`src/design/pesr_consts.svh`:
```
`ifndef PESR_CONSTS_SVH
`define PESR_CONSTS_SVH

// ********************************************************************
// Frame layout
// ********************************************************************
`define PESR_HDR_BYTES      32'd32
`define PESR_DESC_BYTES     32'd32
`define PESR_DESC_SHIFT     5
`define PESR_NELEM          8
`define PESR_SLOT_W         3

// Header field byte offsets
`define PESR_HDR_TOTAL_OFS  5'd0
`define PESR_HDR_RET_OFS    5'd4
`define PESR_HDR_DEPOP_OFS  5'd8
`define PESR_HDR_RSVD_OFS   5'd12

// Descriptor field byte offsets
`define PESR_DSC_ID_OFS     5'd4
`define PESR_DSC_TYPE_OFS   5'd14
`define PESR_DSC_HLTH_OFS   5'd15
`define PESR_DSC_CAP_OFS    5'd16
`define PESR_DSC_RSVD_OFS   5'd24

// ********************************************************************
// Codes
// ********************************************************************
`define PESR_TYPE_STORAGE   8'h01
`define PESR_HLTH_NONE      8'h00
`define PESR_HLTH_AT_LIM    8'h64
`define PESR_HLTH_OUT_LO    8'h65
`define PESR_HLTH_OUT_HI    8'hcf
`define PESR_HLTH_RSVD_LO   8'hd0
`define PESR_HLTH_RSVD_HI   8'hfc
`define PESR_HLTH_DEP_ERR   8'hfd
`define PESR_HLTH_DEP_RUN   8'hfe
`define PESR_HLTH_DEP_OK    8'hff
`define PESR_CAP_UNSPEC     64'hffff_ffff_ffff_ffff
`define PESR_FILT_ALL       2'h0
`define PESR_FILT_BAD       2'h1
`define PESR_RTYPE_PHYS     2'h0
`define PESR_RTYPE_STOR     2'h1

`endif

```
`src/design/pesr_pkg.sv`:
```
`default_nettype none

package pesr_pkg;

  typedef struct packed {
    logic [31:0] start_elem;
    logic [31:0] alloc_len;
    logic [1:0]  filter;
    logic [1:0]  rtype;
  } pesr_req_t;

  typedef struct packed {
    logic [2:0]  slot;
    logic        present;
    logic [31:0] id;
    logic [7:0]  health;
    logic        cap_known;
    logic [63:0] cap;
  } pesr_upd_t;

  typedef struct packed {
    logic [31:0] id;
    logic [7:0]  health;
    logic [63:0] cap;
  } pesr_elem_t;

  typedef struct packed {
    logic [7:0] data;
    logic       last;
  } pesr_byte_t;

  typedef enum logic [1:0] {
    PESR_IDLE,
    PESR_COUNT,
    PESR_SEND
  } pesr_state_t;

endpackage

`default_nettype wire

```
`src/design/pesr_elem_table.sv`:
```
`timescale 1ns/1ps
`default_nettype none
`include "pesr_consts.svh"

module pesr_elem_table (
  // Clock and reset
  input  wire logic                  mclk,
  input  wire logic                  rstn,
  // Element update
  input  wire logic                  upd_we,
  input  wire pesr_pkg::pesr_upd_t   upd,
  // Search
  input  wire logic [31:0]           thr,
  input  wire logic [1:0]            filter,
  input  wire logic [1:0]            rtype,
  output logic [`PESR_NELEM-1:0]     match_vec,
  output logic                       hit,
  output pesr_pkg::pesr_elem_t       hit_elem,
  output logic [31:0]                depop_id
);

  pesr_pkg::pesr_elem_t    tbl_r   [`PESR_NELEM];
  pesr_pkg::pesr_elem_t    tbl_nxt [`PESR_NELEM];
  logic [`PESR_NELEM-1:0]  pres_r;
  logic [`PESR_NELEM-1:0]  pres_nxt;

  // Reserved health codes never leave the block
  function automatic logic [7:0] clean_health(input logic [7:0] h);
    if (h >= `PESR_HLTH_RSVD_LO && h <= `PESR_HLTH_RSVD_HI) begin
      clean_health = `PESR_HLTH_NONE;
    end else begin
      clean_health = h;
    end
  endfunction

  function automatic logic selected(input logic [7:0] h, input logic [1:0] f, input logic [1:0] rt);
    logic rt_ok;
    logic f_ok;
    // Every element held here is a storage element, so both report types take all
    rt_ok = (rt == `PESR_RTYPE_PHYS) || (rt == `PESR_RTYPE_STOR);
    f_ok  = (f == `PESR_FILT_ALL) ||
            ((f == `PESR_FILT_BAD) && ((h >= `PESR_HLTH_OUT_LO && h <= `PESR_HLTH_OUT_HI) ||
                                      h >= `PESR_HLTH_DEP_ERR));
    selected = rt_ok && f_ok;
  endfunction

  // ********************************************************************
  // Storage
  // ********************************************************************
  always_comb begin
    tbl_nxt  = tbl_r;
    pres_nxt = pres_r;
    if (upd_we) begin
      // Identifier zero cannot be reported, so such an entry is dropped
      pres_nxt[upd.slot]       = upd.present && (upd.id != 32'h0000_0000);
      tbl_nxt[upd.slot].id     = upd.id;
      tbl_nxt[upd.slot].health = clean_health(upd.health);
      tbl_nxt[upd.slot].cap    = upd.cap_known ? upd.cap : `PESR_CAP_UNSPEC;
    end
  end

  always_ff @(posedge mclk or negedge rstn) begin
    if (!rstn) begin
      pres_r <= '0;
      for (int i = 0; i < `PESR_NELEM; i++) begin
        tbl_r[i] <= '0;
      end
    end else begin
      pres_r <= pres_nxt;
      tbl_r  <= tbl_nxt;
    end
  end

  // ********************************************************************
  // Search for the lowest matching identifier
  // ********************************************************************
  always_comb begin
    match_vec = '0;
    hit       = 1'b0;
    hit_elem  = '0;
    depop_id  = 32'h0000_0000;
    for (int i = 0; i < `PESR_NELEM; i++) begin
      match_vec[i] = pres_r[i] && selected(tbl_r[i].health, filter, rtype) && (tbl_r[i].id >= thr);
      if (match_vec[i] && (!hit || tbl_r[i].id < hit_elem.id)) begin
        hit      = 1'b1;
        hit_elem = tbl_r[i];
      end
      if (pres_r[i] && tbl_r[i].health == `PESR_HLTH_DEP_RUN && depop_id == 32'h0000_0000) begin
        depop_id = tbl_r[i].id;
      end
    end
  end

endmodule // pesr_elem_table
`default_nettype wire

```
`src/design/pesr_desc_fmt.sv`:
```
`timescale 1ns/1ps
`default_nettype none
`include "pesr_consts.svh"

module pesr_desc_fmt (
  // Descriptor source
  input  wire pesr_pkg::pesr_elem_t  elem,
  input  wire logic [4:0]            idx,
  // Formatted byte
  output logic [7:0]                 dbyte
);

  logic [4:0] rel;

  always_comb begin
    rel   = 5'h00;
    dbyte = 8'h00;
    if (idx >= `PESR_DSC_ID_OFS && idx < `PESR_DSC_ID_OFS + 5'd4) begin
      rel   = idx - `PESR_DSC_ID_OFS;
      dbyte = elem.id[8'd31 - {rel[1:0], 3'b000} -: 8];
    end else if (idx == `PESR_DSC_TYPE_OFS) begin
      dbyte = `PESR_TYPE_STORAGE;
    end else if (idx == `PESR_DSC_HLTH_OFS) begin
      dbyte = elem.health;
    end else if (idx >= `PESR_DSC_CAP_OFS && idx < `PESR_DSC_RSVD_OFS) begin
      rel   = idx - `PESR_DSC_CAP_OFS;
      dbyte = elem.cap[8'd63 - {rel[2:0], 3'b000} -: 8];
    end
  end

endmodule // pesr_desc_fmt
`default_nettype wire

```
`src/design/pesr_framer.sv`:
```
// Summary of operation
// - 32-byte header, then 32-byte descriptors
// - Header total counts selected elements from start
// - Total count ignores allocation length
// - Header returned count is whole descriptors sent
// - Header names the depopulating element, else zero
// - Descriptors go out in ascending identifier order
// - Descriptor layout: id, type, health, capacity
// - Every emitted identifier is non-zero
// - Type byte is 01h, storage element
// - Health code ranges; reserved codes never emitted
// - FDh, FEh, FFh report depopulation progress
// - Only a subset of healthy codes needed
// - Capacity lost, all-ones when unspecified
// - Filter 00b all, 01b only unhealthy
// - Short answer; host re-asks with higher start
`timescale 1ns/1ps
`default_nettype none
`include "pesr_consts.svh"

module pesr_framer (
  // Clock and reset
  input  wire logic                  mclk,
  input  wire logic                  rstn,
  // Element table update
  input  wire logic                  upd_valid,
  input  wire pesr_pkg::pesr_upd_t   upd,
  output logic                       upd_ready,
  // Status request
  input  wire logic                  req_valid,
  input  wire pesr_pkg::pesr_req_t   req,
  output logic                       req_ready,
  // Data-in byte stream
  output logic                       dout_valid,
  output pesr_pkg::pesr_byte_t       dout,
  input  wire logic                  dout_ready,
  output logic                       resp_done
);

  // ********************************************************************
  // State
  // ********************************************************************
  pesr_pkg::pesr_state_t   state_r,   state_nxt;
  pesr_pkg::pesr_req_t     req_r,     req_nxt;
  logic [31:0]             thr_r,     thr_nxt;
  logic [31:0]             pos_r,     pos_nxt;
  logic [31:0]             xfer_r,    xfer_nxt;
  logic [31:0]             total_r,   total_nxt;
  logic [31:0]             ret_r,     ret_nxt;
  logic [31:0]             depop_r,   depop_nxt;
  logic                    ovld_r,    ovld_nxt;
  pesr_pkg::pesr_byte_t    obyte_r,   obyte_nxt;
  logic                    done_r,    done_nxt;
  logic                    rdy_r,     rdy_nxt;

  logic [`PESR_NELEM-1:0]  match_vec;
  logic                    hit;
  pesr_pkg::pesr_elem_t    hit_elem;
  logic [31:0]             depop_id;
  logic [7:0]              desc_byte;
  logic [7:0]              cur_byte;
  logic                    adv;
  logic                    in_desc;
  logic                    upd_we;
  logic [31:0]             full_len;
  logic [3:0]              cnt;

  function automatic logic [3:0] popcount(input logic [`PESR_NELEM-1:0] v);
    popcount = 4'h0;
    for (int i = 0; i < `PESR_NELEM; i++) begin
      popcount = popcount + {3'b000, v[i]};
    end
  endfunction

  function automatic logic [7:0] be_byte(input logic [31:0] w, input logic [1:0] b);
    be_byte = w[8'd31 - {b, 3'b000} -: 8];
  endfunction

  function automatic logic [7:0] hdr_byte(input logic [4:0] p, input logic [31:0] tot,
                                          input logic [31:0] ret, input logic [31:0] dep);
    if (p < `PESR_HDR_RET_OFS) begin
      hdr_byte = be_byte(tot, p[1:0]);
    end else if (p < `PESR_HDR_DEPOP_OFS) begin
      hdr_byte = be_byte(ret, p[1:0]);
    end else if (p < `PESR_HDR_RSVD_OFS) begin
      hdr_byte = be_byte(dep, p[1:0]);
    end else begin
      hdr_byte = 8'h00;
    end
  endfunction

  // ********************************************************************
  // Element table and descriptor formatter
  // ********************************************************************
  assign upd_we = upd_valid && rdy_r;

  pesr_elem_table u_table (
    .mclk      (mclk),
    .rstn      (rstn),
    .upd_we    (upd_we),
    .upd       (upd),
    .thr       (thr_r),
    .filter    (req_r.filter),
    .rtype     (req_r.rtype),
    .match_vec (match_vec),
    .hit       (hit),
    .hit_elem  (hit_elem),
    .depop_id  (depop_id)
  );

  pesr_desc_fmt u_fmt (
    .elem  (hit_elem),
    .idx   (pos_r[4:0]),
    .dbyte (desc_byte)
  );

  // ********************************************************************
  // Framer
  // ********************************************************************
  assign in_desc  = (pos_r >= `PESR_HDR_BYTES);
  assign adv      = (state_r == pesr_pkg::PESR_SEND) && (!ovld_r || dout_ready);
  assign cur_byte = in_desc ? desc_byte : hdr_byte(pos_r[4:0], total_r, ret_r, depop_r);
  assign cnt      = popcount(match_vec);
  assign full_len = `PESR_HDR_BYTES + {23'h0, cnt, 5'h00};

  always_comb begin
    state_nxt = state_r;
    req_nxt   = req_r;
    thr_nxt   = thr_r;
    pos_nxt   = pos_r;
    xfer_nxt  = xfer_r;
    total_nxt = total_r;
    ret_nxt   = ret_r;
    depop_nxt = depop_r;
    ovld_nxt  = ovld_r;
    obyte_nxt = obyte_r;
    done_nxt  = 1'b0;
    if (ovld_r && dout_ready) begin
      ovld_nxt = 1'b0;
      done_nxt = obyte_r.last;
    end
    unique case (state_r)
      pesr_pkg::PESR_IDLE: begin
        if (req_valid && rdy_r) begin
          req_nxt   = req;
          thr_nxt   = req.start_elem;
          state_nxt = pesr_pkg::PESR_COUNT;
        end
      end
      pesr_pkg::PESR_COUNT: begin
        // Table is frozen from here on, so header and descriptors agree
        total_nxt = {28'h0, cnt};
        depop_nxt = depop_id;
        pos_nxt   = 32'h0000_0000;
        if (req_r.alloc_len >= full_len) begin
          xfer_nxt = full_len;
          ret_nxt  = {28'h0, cnt};
        end else begin
          xfer_nxt = req_r.alloc_len;
          ret_nxt  = (req_r.alloc_len < `PESR_HDR_BYTES) ? 32'h0000_0000 :
                     ((req_r.alloc_len - `PESR_HDR_BYTES) >> `PESR_DESC_SHIFT);
        end
        if (req_r.alloc_len == 32'h0000_0000) begin
          done_nxt  = 1'b1;
          state_nxt = pesr_pkg::PESR_IDLE;
        end else begin
          state_nxt = pesr_pkg::PESR_SEND;
        end
      end
      pesr_pkg::PESR_SEND: begin
        if (adv) begin
          ovld_nxt       = 1'b1;
          obyte_nxt.data = cur_byte;
          obyte_nxt.last = (pos_r == xfer_r - 32'd1);
          pos_nxt        = pos_r + 32'd1;
          if (in_desc && pos_r[4:0] == 5'h1f) begin
            thr_nxt = hit_elem.id + 32'd1;
          end
          if (pos_r == xfer_r - 32'd1) begin
            state_nxt = pesr_pkg::PESR_IDLE;
          end
        end
      end
    endcase
    rdy_nxt = (state_nxt == pesr_pkg::PESR_IDLE) && !ovld_nxt;
  end

  always_ff @(posedge mclk or negedge rstn) begin
    if (!rstn) begin
      state_r <= pesr_pkg::PESR_IDLE;
      req_r   <= '0;
      thr_r   <= 32'h0000_0000;
      pos_r   <= 32'h0000_0000;
      xfer_r  <= 32'h0000_0000;
      total_r <= 32'h0000_0000;
      ret_r   <= 32'h0000_0000;
      depop_r <= 32'h0000_0000;
      ovld_r  <= 1'b0;
      obyte_r <= '0;
      done_r  <= 1'b0;
      rdy_r   <= 1'b0;
    end else begin
      state_r <= state_nxt;
      req_r   <= req_nxt;
      thr_r   <= thr_nxt;
      pos_r   <= pos_nxt;
      xfer_r  <= xfer_nxt;
      total_r <= total_nxt;
      ret_r   <= ret_nxt;
      depop_r <= depop_nxt;
      ovld_r  <= ovld_nxt;
      obyte_r <= obyte_nxt;
      done_r  <= done_nxt;
      rdy_r   <= rdy_nxt;
    end
  end

  assign upd_ready  = rdy_r;
  assign req_ready  = rdy_r;
  assign dout_valid = ovld_r;
  assign dout       = obyte_r;
  assign resp_done  = done_r;

  // ********************************************************************
  // Checks
  // ********************************************************************
  logic [31:0] prev_id_r;
  logic        prev_vld_r;

  always_ff @(posedge mclk or negedge rstn) begin
    if (!rstn) begin
      prev_id_r  <= 32'h0000_0000;
      prev_vld_r <= 1'b0;
    end else if (state_r == pesr_pkg::PESR_COUNT) begin
      prev_vld_r <= 1'b0;
    end else if (adv && in_desc && pos_r[4:0] == 5'h1f) begin
      prev_id_r  <= hit_elem.id;
      prev_vld_r <= 1'b1;
    end
  end
endmodule // pesr_framer
`default_nettype wire

```
`config.mk`:
```
export PLATFORM = sky130hd
export DESIGN_NAME = pesr_framer
export DESIGN_NICKNAME = d
export VERILOG_FILES = /design/src/design/pesr_pkg.sv /design/src/design/pesr_elem_table.sv /design/src/design/pesr_desc_fmt.sv /design/src/design/pesr_framer.sv
export VERILOG_INCLUDE_DIRS = /design/src /design/src/design
export SDC_FILE = /design/constraint.sdc
export NUM_CORES = 2
export LEC_CHECK = 0
export BUFFER_PORTS_ARGS = -buffer_cell sky130_fd_sc_hd__clkbuf_2
export CAP_MARGIN = 20
export CORE_MARGIN = 2
export CORE_UTILIZATION = 65
export DETAILED_ROUTE_END_ITERATION = 8
export PLACE_DENSITY = 0.85
export SYNTH_ARGS = -nofsm -noshare
export SYNTH_HDL_FRONTEND = slang
export SYNTH_SLANG_ARGS = --single-unit
export TNS_END_PERCENT = 5
```
`constraint.sdc`:
```
create_clock -name mclk -period 54.5 [get_ports mclk]
set_input_delay 8.175 -clock mclk [delete_from_list [all_inputs] [get_ports mclk]]
set_output_delay 8.175 -clock mclk [all_outputs]
set_load 0.01 [all_outputs]
```
### Word-level counts from Yosys, hierarchy flattened

Cells that the tools add are included.

* flip-flop bits (word level): 1054
* logic and storage cells: 329

* add/sub/neg operators: 17
* order comparisons: 54
* equality and inequality tests: 19
* shifts and indexed selects: 5
* mux-type cells: 66
* bitwise operators: 1
* reduce and logical (&&, ||, !) cells: 127

Operators with widths (count)
* $bwmux W832: 3
* $demux W104 S3: 3
* $mux W104: 9
* $mux W32: 13
* $ge A32 B32 Y1: 8
* $logic_not A32 Y1: 8
* $lt A32 B32 Y1: 7
* $shiftx A39 B9 Y8: 4
* $mux W64: 2
* $pmux W32 S2: 2
* $mux W8: 10
* $logic_and A1 B1 Y1: 74
* $ge A8 B8 Y1 const B: 9
* $le A8 B8 Y1 const B: 9
* $mux W72: 1
* $shiftx A71 B9 Y8: 1
* $add A32 B1 Y32 const B: 2
* $eq A8 B8 Y1 const B: 8
* $ge A8 B7 Y1 const B: 8
* $mux W27: 2
* $eq A32 B32 Y1: 1
* $ge A32 B10 Y1: 1
* $ge A32 B6 Y1 const B: 1
* $lt A32 B6 Y1 const B: 1
* 39 further kinds: 102

### Depth between registers and ports, before layout

* depth in word-level cells: 43
* depth in mapped cells: 145
* gate-level depth less buffers: 106

### Hierarchy

From an unflattened synthesis, not the netlist that was laid out.

* cells, all modules: 7406
* area, all modules: 64899.7 µm²

Modules (own cells, without submodules)
* pesr_elem_table: times used 1, cells an instance 6184, area an instance 52723.1 µm²
* pesr_framer: times used 1, cells an instance 1122, area an instance 11237.0 µm²
* pesr_desc_fmt: times used 1, cells an instance 100, area an instance 939.7 µm²

### Least setup slack after synthesis

Ideal clock, no wire load.

* path kind: reg-to-reg
* start: register thr_r[31]
* end: register thr_r[22]
* library setup time: 0.133 ns
* arrival time: 25.695 ns
* required time: 54.367 ns
* slack: 28.672 ns
* stages on the path, launching flop included: 137
* buffers on the path: 39
* cells stage by stage: dfrtp_1 inv_1 ha_1 nand4_1 or4_1 a21oi_1 o211a_2 nor2_2 inv_2 clkbuf_1 clkbuf_1 buf_1 clkbuf_1 clkbuf_1 nand2_1 ha_1 a21oi_1 nor2_1 [101 not listed] o31a_1 nor4bb_1 a41oi_2 nor2_2 buf_2 buf_2 buf_2 buf_2 buf_1 nand2_1 o21ai_0 ha_1 o21ai_2 or3_1 clkbuf_2 or4_1 a311oi_1 a21oi_1

* word-level cells in the longest chain between the ends: 35
* elaborated cells between the ends (all ways): 63
* those cells by class: add/sub (1); order compare (15); mux (18); reduce/logical (29)

RTL lines
* start: declaration: RTL line pesr_framer.sv:45 `logic [31:0] thr_r, thr_nxt;`
* start signal: assignment: RTL line pesr_framer.sv:205 `thr_r <= thr_nxt;`
* $ge A32 B32 Y1: RTL line pesr_elem_table.sv:83 `match_vec[i] = pres_r[i] && selected(tbl_r[i].health, filter, rtype) && (tbl_r[i].id >= thr);`
* $logic_and A1 B1 Y1: RTL line pesr_elem_table.sv:83
* $mux W104 / $mux W1 (equally long branches): RTL line pesr_elem_table.sv:84 `if (match_vec[i] && (!hit || tbl_r[i].id < hit_elem.id)) begin`
* $lt A32 B32 Y1 / $logic_not A1 Y1 (equally long branches): RTL line pesr_elem_table.sv:84
* $logic_or A1 B1 Y1: RTL line pesr_elem_table.sv:84
* $logic_and A1 B1 Y1: RTL line pesr_elem_table.sv:84
* $mux W104 / $mux W1 (equally long branches): RTL line pesr_elem_table.sv:84
* $lt A32 B32 Y1 / $logic_not A1 Y1 (equally long branches): RTL line pesr_elem_table.sv:84
* [19 not listed]
* $lt A32 B32 Y1 / $logic_not A1 Y1 (equally long branches): RTL line pesr_elem_table.sv:84
* $logic_or A1 B1 Y1: RTL line pesr_elem_table.sv:84
* $logic_and A1 B1 Y1: RTL line pesr_elem_table.sv:84
* $mux W104 *: RTL line pesr_elem_table.sv:84
* $add A32 B1 Y32 *: RTL line pesr_framer.sv:177 `thr_nxt = hit_elem.id + 32'd1;`
* $mux W32 *: RTL line pesr_framer.sv:176 `if (in_desc && pos_r[4:0] == 5'h1f) begin`
* $mux W32 *: RTL line pesr_framer.sv:171 `if (adv) begin`
* $pmux W32 S2 *: RTL line pesr_framer.sv:142 `unique case (state_r)`

Every way passes the cells marked *; elsewhere a longest branch is shown, timed or not. The select of a mux whose other input is x is not followed.
A chain may end at the register's enable or synchronous reset.

### Worst setup path after layout

* start: register thr_r[31]
* end: register obyte_r, in the netlist dout[1]

* word-level cells in the longest chain between the ends: 37
* elaborated cells between the ends (all ways): 66
* those cells by class: order compare (15); shift (2); mux (20); reduce/logical (29)

RTL lines
* $ge A32 B32 Y1: RTL line pesr_elem_table.sv:83
* $logic_and A1 B1 Y1: RTL line pesr_elem_table.sv:83
* $mux W104 / $mux W1 (equally long branches): RTL line pesr_elem_table.sv:84
* $lt A32 B32 Y1 / $logic_not A1 Y1 (equally long branches): RTL line pesr_elem_table.sv:84
* $logic_or A1 B1 Y1: RTL line pesr_elem_table.sv:84
* $logic_and A1 B1 Y1: RTL line pesr_elem_table.sv:84
* $mux W104 / $mux W1 (equally long branches): RTL line pesr_elem_table.sv:84
* $lt A32 B32 Y1 / $logic_not A1 Y1 (equally long branches): RTL line pesr_elem_table.sv:84
* [21 not listed]
* $logic_and A1 B1 Y1: RTL line pesr_elem_table.sv:84
* $mux W104 *: RTL line pesr_elem_table.sv:84
* $shiftx A71 B9 Y8: RTL line pesr_desc_fmt.sv:27 `dbyte = elem.cap[8'd63 - {rel[2:0], 3'b000} -: 8];`
* $mux W8: RTL line pesr_desc_fmt.sv:25 `` end else if (idx >= `PESR_DSC_CAP_OFS && idx < `PESR_DSC_RSVD_OFS) begin ``
* $mux W8: RTL line pesr_desc_fmt.sv:23 `` end else if (idx == `PESR_DSC_HLTH_OFS) begin ``
* $mux W8: RTL line pesr_desc_fmt.sv:21 `` end else if (idx == `PESR_DSC_TYPE_OFS) begin ``
* $mux W8 *: RTL line pesr_desc_fmt.sv:18 `` if (idx >= `PESR_DSC_ID_OFS && idx < `PESR_DSC_ID_OFS + 5'd4) begin ``
* $mux W8 *: RTL line pesr_framer.sv:122 `assign cur_byte = in_desc ? desc_byte : hdr_byte(pos_r[4:0], total_r, ret_r, depop_r);`
* end signal: assignment: RTL line pesr_framer.sv:212 `obyte_r <= obyte_nxt;`
* end: declaration: RTL line pesr_framer.sv:52 `pesr_pkg::pesr_byte_t obyte_r, obyte_nxt;`

Every way passes the cells marked *; elsewhere a longest branch is shown, timed or not.

==> impl_metrics.yaml <==
status:
  outcome: "complete, no violations"
clock_network:
  cts_max_path_buffers: 3
  cts.reportedPaths.clkPinSlew_ps: 60
  h-tree-depth: 3
  cts.repair.resized: 0
  cts_buffers: 112
  cts_tree: "yes"
  clockRootBuffer: "clkbuf_16"
  post-cts-setup-buffer-count: 0
  clkSinkCount: 1048
  cts.hold.buffers_added: 0
  clock_latency_ps: 750
route:
  ant_nets: 0
  drt-initial-drc-count: 7408
  via_per_inst: 6.79
  wl_per_cell_um: 26.0
  vias: 60200
  drc: 0
  drt-pass1-iter-count: 6
  finalWirelength_mm: 231
yosys:
  async_flop_share: 1.00
  synth_cells: 7548
  ys_types: 107
  yosys_warnings: 0
  syn_area_um2: 64600
  seq_area_frac_synth: 0.406
  synth_area_leaders: "dfrtp_1 (41%), ha_1 (9.5%), nand2_1 (8.9%)"
  synth_flop_cell: "dfrtp_1"
  synth_area_per_cell_um2: 8.56
  synth_seq_cells: 1048
  synth.largest_area_cell: "dfrtp_1"
  synth.top_cell.area_share: 0.406
  synth-edff-count: 0
  syn_nets: 8224
sta:
  holdWs_ps: 474
  max_clock_freq_mhz: 31.9
  fin_crit_ps: 31310
  relSlewSlack: 0.252
  fin_skew_ps: 47.4
  hold_viol_final: 0
  rsz0062_at_grt: "no"
  maxSlewViolCount: 0
  layout_worst_path_cycle_share: 0.575
  worstMarginPinSlew_ps: 1120
  tns_ps: 0
  setup_viol: 0
power_and_ir_drop:
  power.switching_mw: 0.479
  power_density_nw_per_um2: 25.3
  ir_drop_mv: 0.0343
  power_frac_comb: 0.104
  power_frac_clock: 0.449
  total_power_mw: 1.78
  internal-power_mw: 1.30
  sw_frac_of_total: 0.269
  pwr-share-seq: 0.446
  p_leak_nw: 34.0
critical_path:
  worstSetupPathType: "flip-flop to flip-flop"
  cp_slowest_cell: "buf_4"
  required_ps: 55150
  worstPathMaxFanout: 139
  endpoint_kind: "flip-flop"
  slowest_delay_ps: 850
  setup.worst_path.start_class: "flip-flop"
  arrival_ps: 31970
placed_design:
  hpwl_mm: 163
  gp_congestion: 1.04
  post-place-cells: 8665
  io_buffers: 193
finish:
  final_cell_mix: "nand2_1 (1532), dfrtp_1 (1046), o21ai_0 (954), ha_1 (489), a21oi_1 (452)"
  area_growth_pct: 8.98
  final_nets: 8173
  fin_cells: 8875
  final_common_cell: "nand2_1"
  drive_gt1_frac: 0.0984
floorplan:
  start_util: 0.656
  fp.coreArea_um2: 98400
  design.die.area_um2: 102000
  die_height_um: 319
  fp-row-count: 115
  io-pin-count: 195
  die_w_um: 319
global_route:
  grt-ovfl-total: 0
  antenna_found_initial: 10
  grt_pass1_vias: 57300
  track_usage: 0.447
  grt_pass1_wl_mm: 348
  grt_max_degree: 164
hold_path:
  hold_path.class: "flip-flop to flip-flop"
flow_run:
  max_cap_violations: 0
## path summary, 6_finish.rpt
path	startpoint	endpoint	slack, ps	depth (start not counted)
worst max-delay path	thr_r[31]	dout[1]	23190	106
worst min-delay path	u_table.tbl_r[38]	u_table.tbl_r[38]	470	2
worst max register to register	thr_r[31]	dout[1]	23190	106
worst min register to register	u_table.tbl_r[38]	u_table.tbl_r[38]	470	2
max in group asynchronous	rstn	u_table.tbl_r[773]	43090	5
min in group asynchronous	rstn	u_table.tbl_r[635]	7450	1
## power groups by stage
| stage | sequential [mW] | clock (mW) | combinational, mW |
|---|---|---|---|
| final | 0.794 | 0.799 | 0.185 |
| after global routing | 0.794 | 0.829 | 0.198 |
| after CTS | 0.793 | 0.799 | 0.180 |
| after detailed placement | 0.807 | 0 | 0.179 |
| after global placement | 0.807 | 0 | 0.175 |
| after floorplan | 0.804 | 0 | 0.0885 |
## per-stage QoR
step                 util  worst slack (ps)  cell area (um^2)
finish              0.715             23190             70400
global route        0.715             21870             70400
CTS                 0.714             24420             70300
detailed placement  0.675             24590             66400
global placement    0.675             24700             66400
floorplan               -             28670             64600
## per-layer routing
layer  GRT usage  vias up  wire length (um)
met1       0.590    29100             88300
met3      0.0990      838             24400
met4       0.248       14             14800
met2       0.688     3442            103000
met5           0        -                91
li1            -    26800                 -
## worst max-delay path, delay by kind of cell, from the launching register on
family	cells	cell delay, ps
mux	3	1170
flops	1	330
fa+ha+maj	8	2530
buf+inv	15	6240
compound gates	50	13210
simple gates	30	6980
## cell usage after synthesis (37+ instances only)
library cell,instances
nand2_1,1533
dfrtp_1,1048
o21ai_0,954
ha_1,490
a21oi_1,453
nor2_1,447
clkbuf_1,385
a211oi_1,187
inv_1,181
mux2_2,130
nor2b_1,125
nand3_1,123
a21o_1,110
and3_1,104
nand4_1,104
nor3_1,94
nor4_1,85
o211ai_1,84
mux2i_1,80
xnor2_1,67
buf_1,59
a31oi_1,50
xor2_1,38
a22oi_1,37
## state kept, by name (all words and copies together), names as in the netlist
| signal | cells |
|---|---|
| xfer_r | 32 |
| dout_valid | 1 |
| thr_r | 32 |
| dout | 9 |
| depop_r | 32 |
| u_table.tbl_r | 832 |
| resp_done | 1 |
| req_ready | 1 |
| u_table.pres_r | 8 |
| req_r | 35 |
| pos_r | 32 |
| total_r | 4 |
| ret_r | 27 |
| state_r | 2 |
## cell type report
class | count | area (um^2)
inverters | 186 | 699
flip-flops and latches | 1048 | 26200
fillers | 7512 | 28000
repair buffers | 318 | 2020
clock inverters | 30 | 433
clock buffers | 172 | 3430
diodes | 3 | 7.51
multi-input cells | 5831 | 36000
well taps | 1287 | 1610
## logic make-up (layout without fill, tap and decap cells)
| logic type | after synthesis | after routing | synth area share |
|---|---|---|---|
| xor+xnor | 105 | 105 | 0.0142 |
| other cells | 0 | 3 | 0 |
| compound gates | 2206 | 2206 | 0.207 |
| fa+ha+maj | 494 | 494 | 0.0961 |
| flops | 1048 | 1048 | 0.406 |
| buf+inv | 669 | 706 | 0.0399 |
| simple gates | 2788 | 2788 | 0.192 |
| mux | 238 | 238 | 0.0445 |
Power figures use the tool's default switching activity.
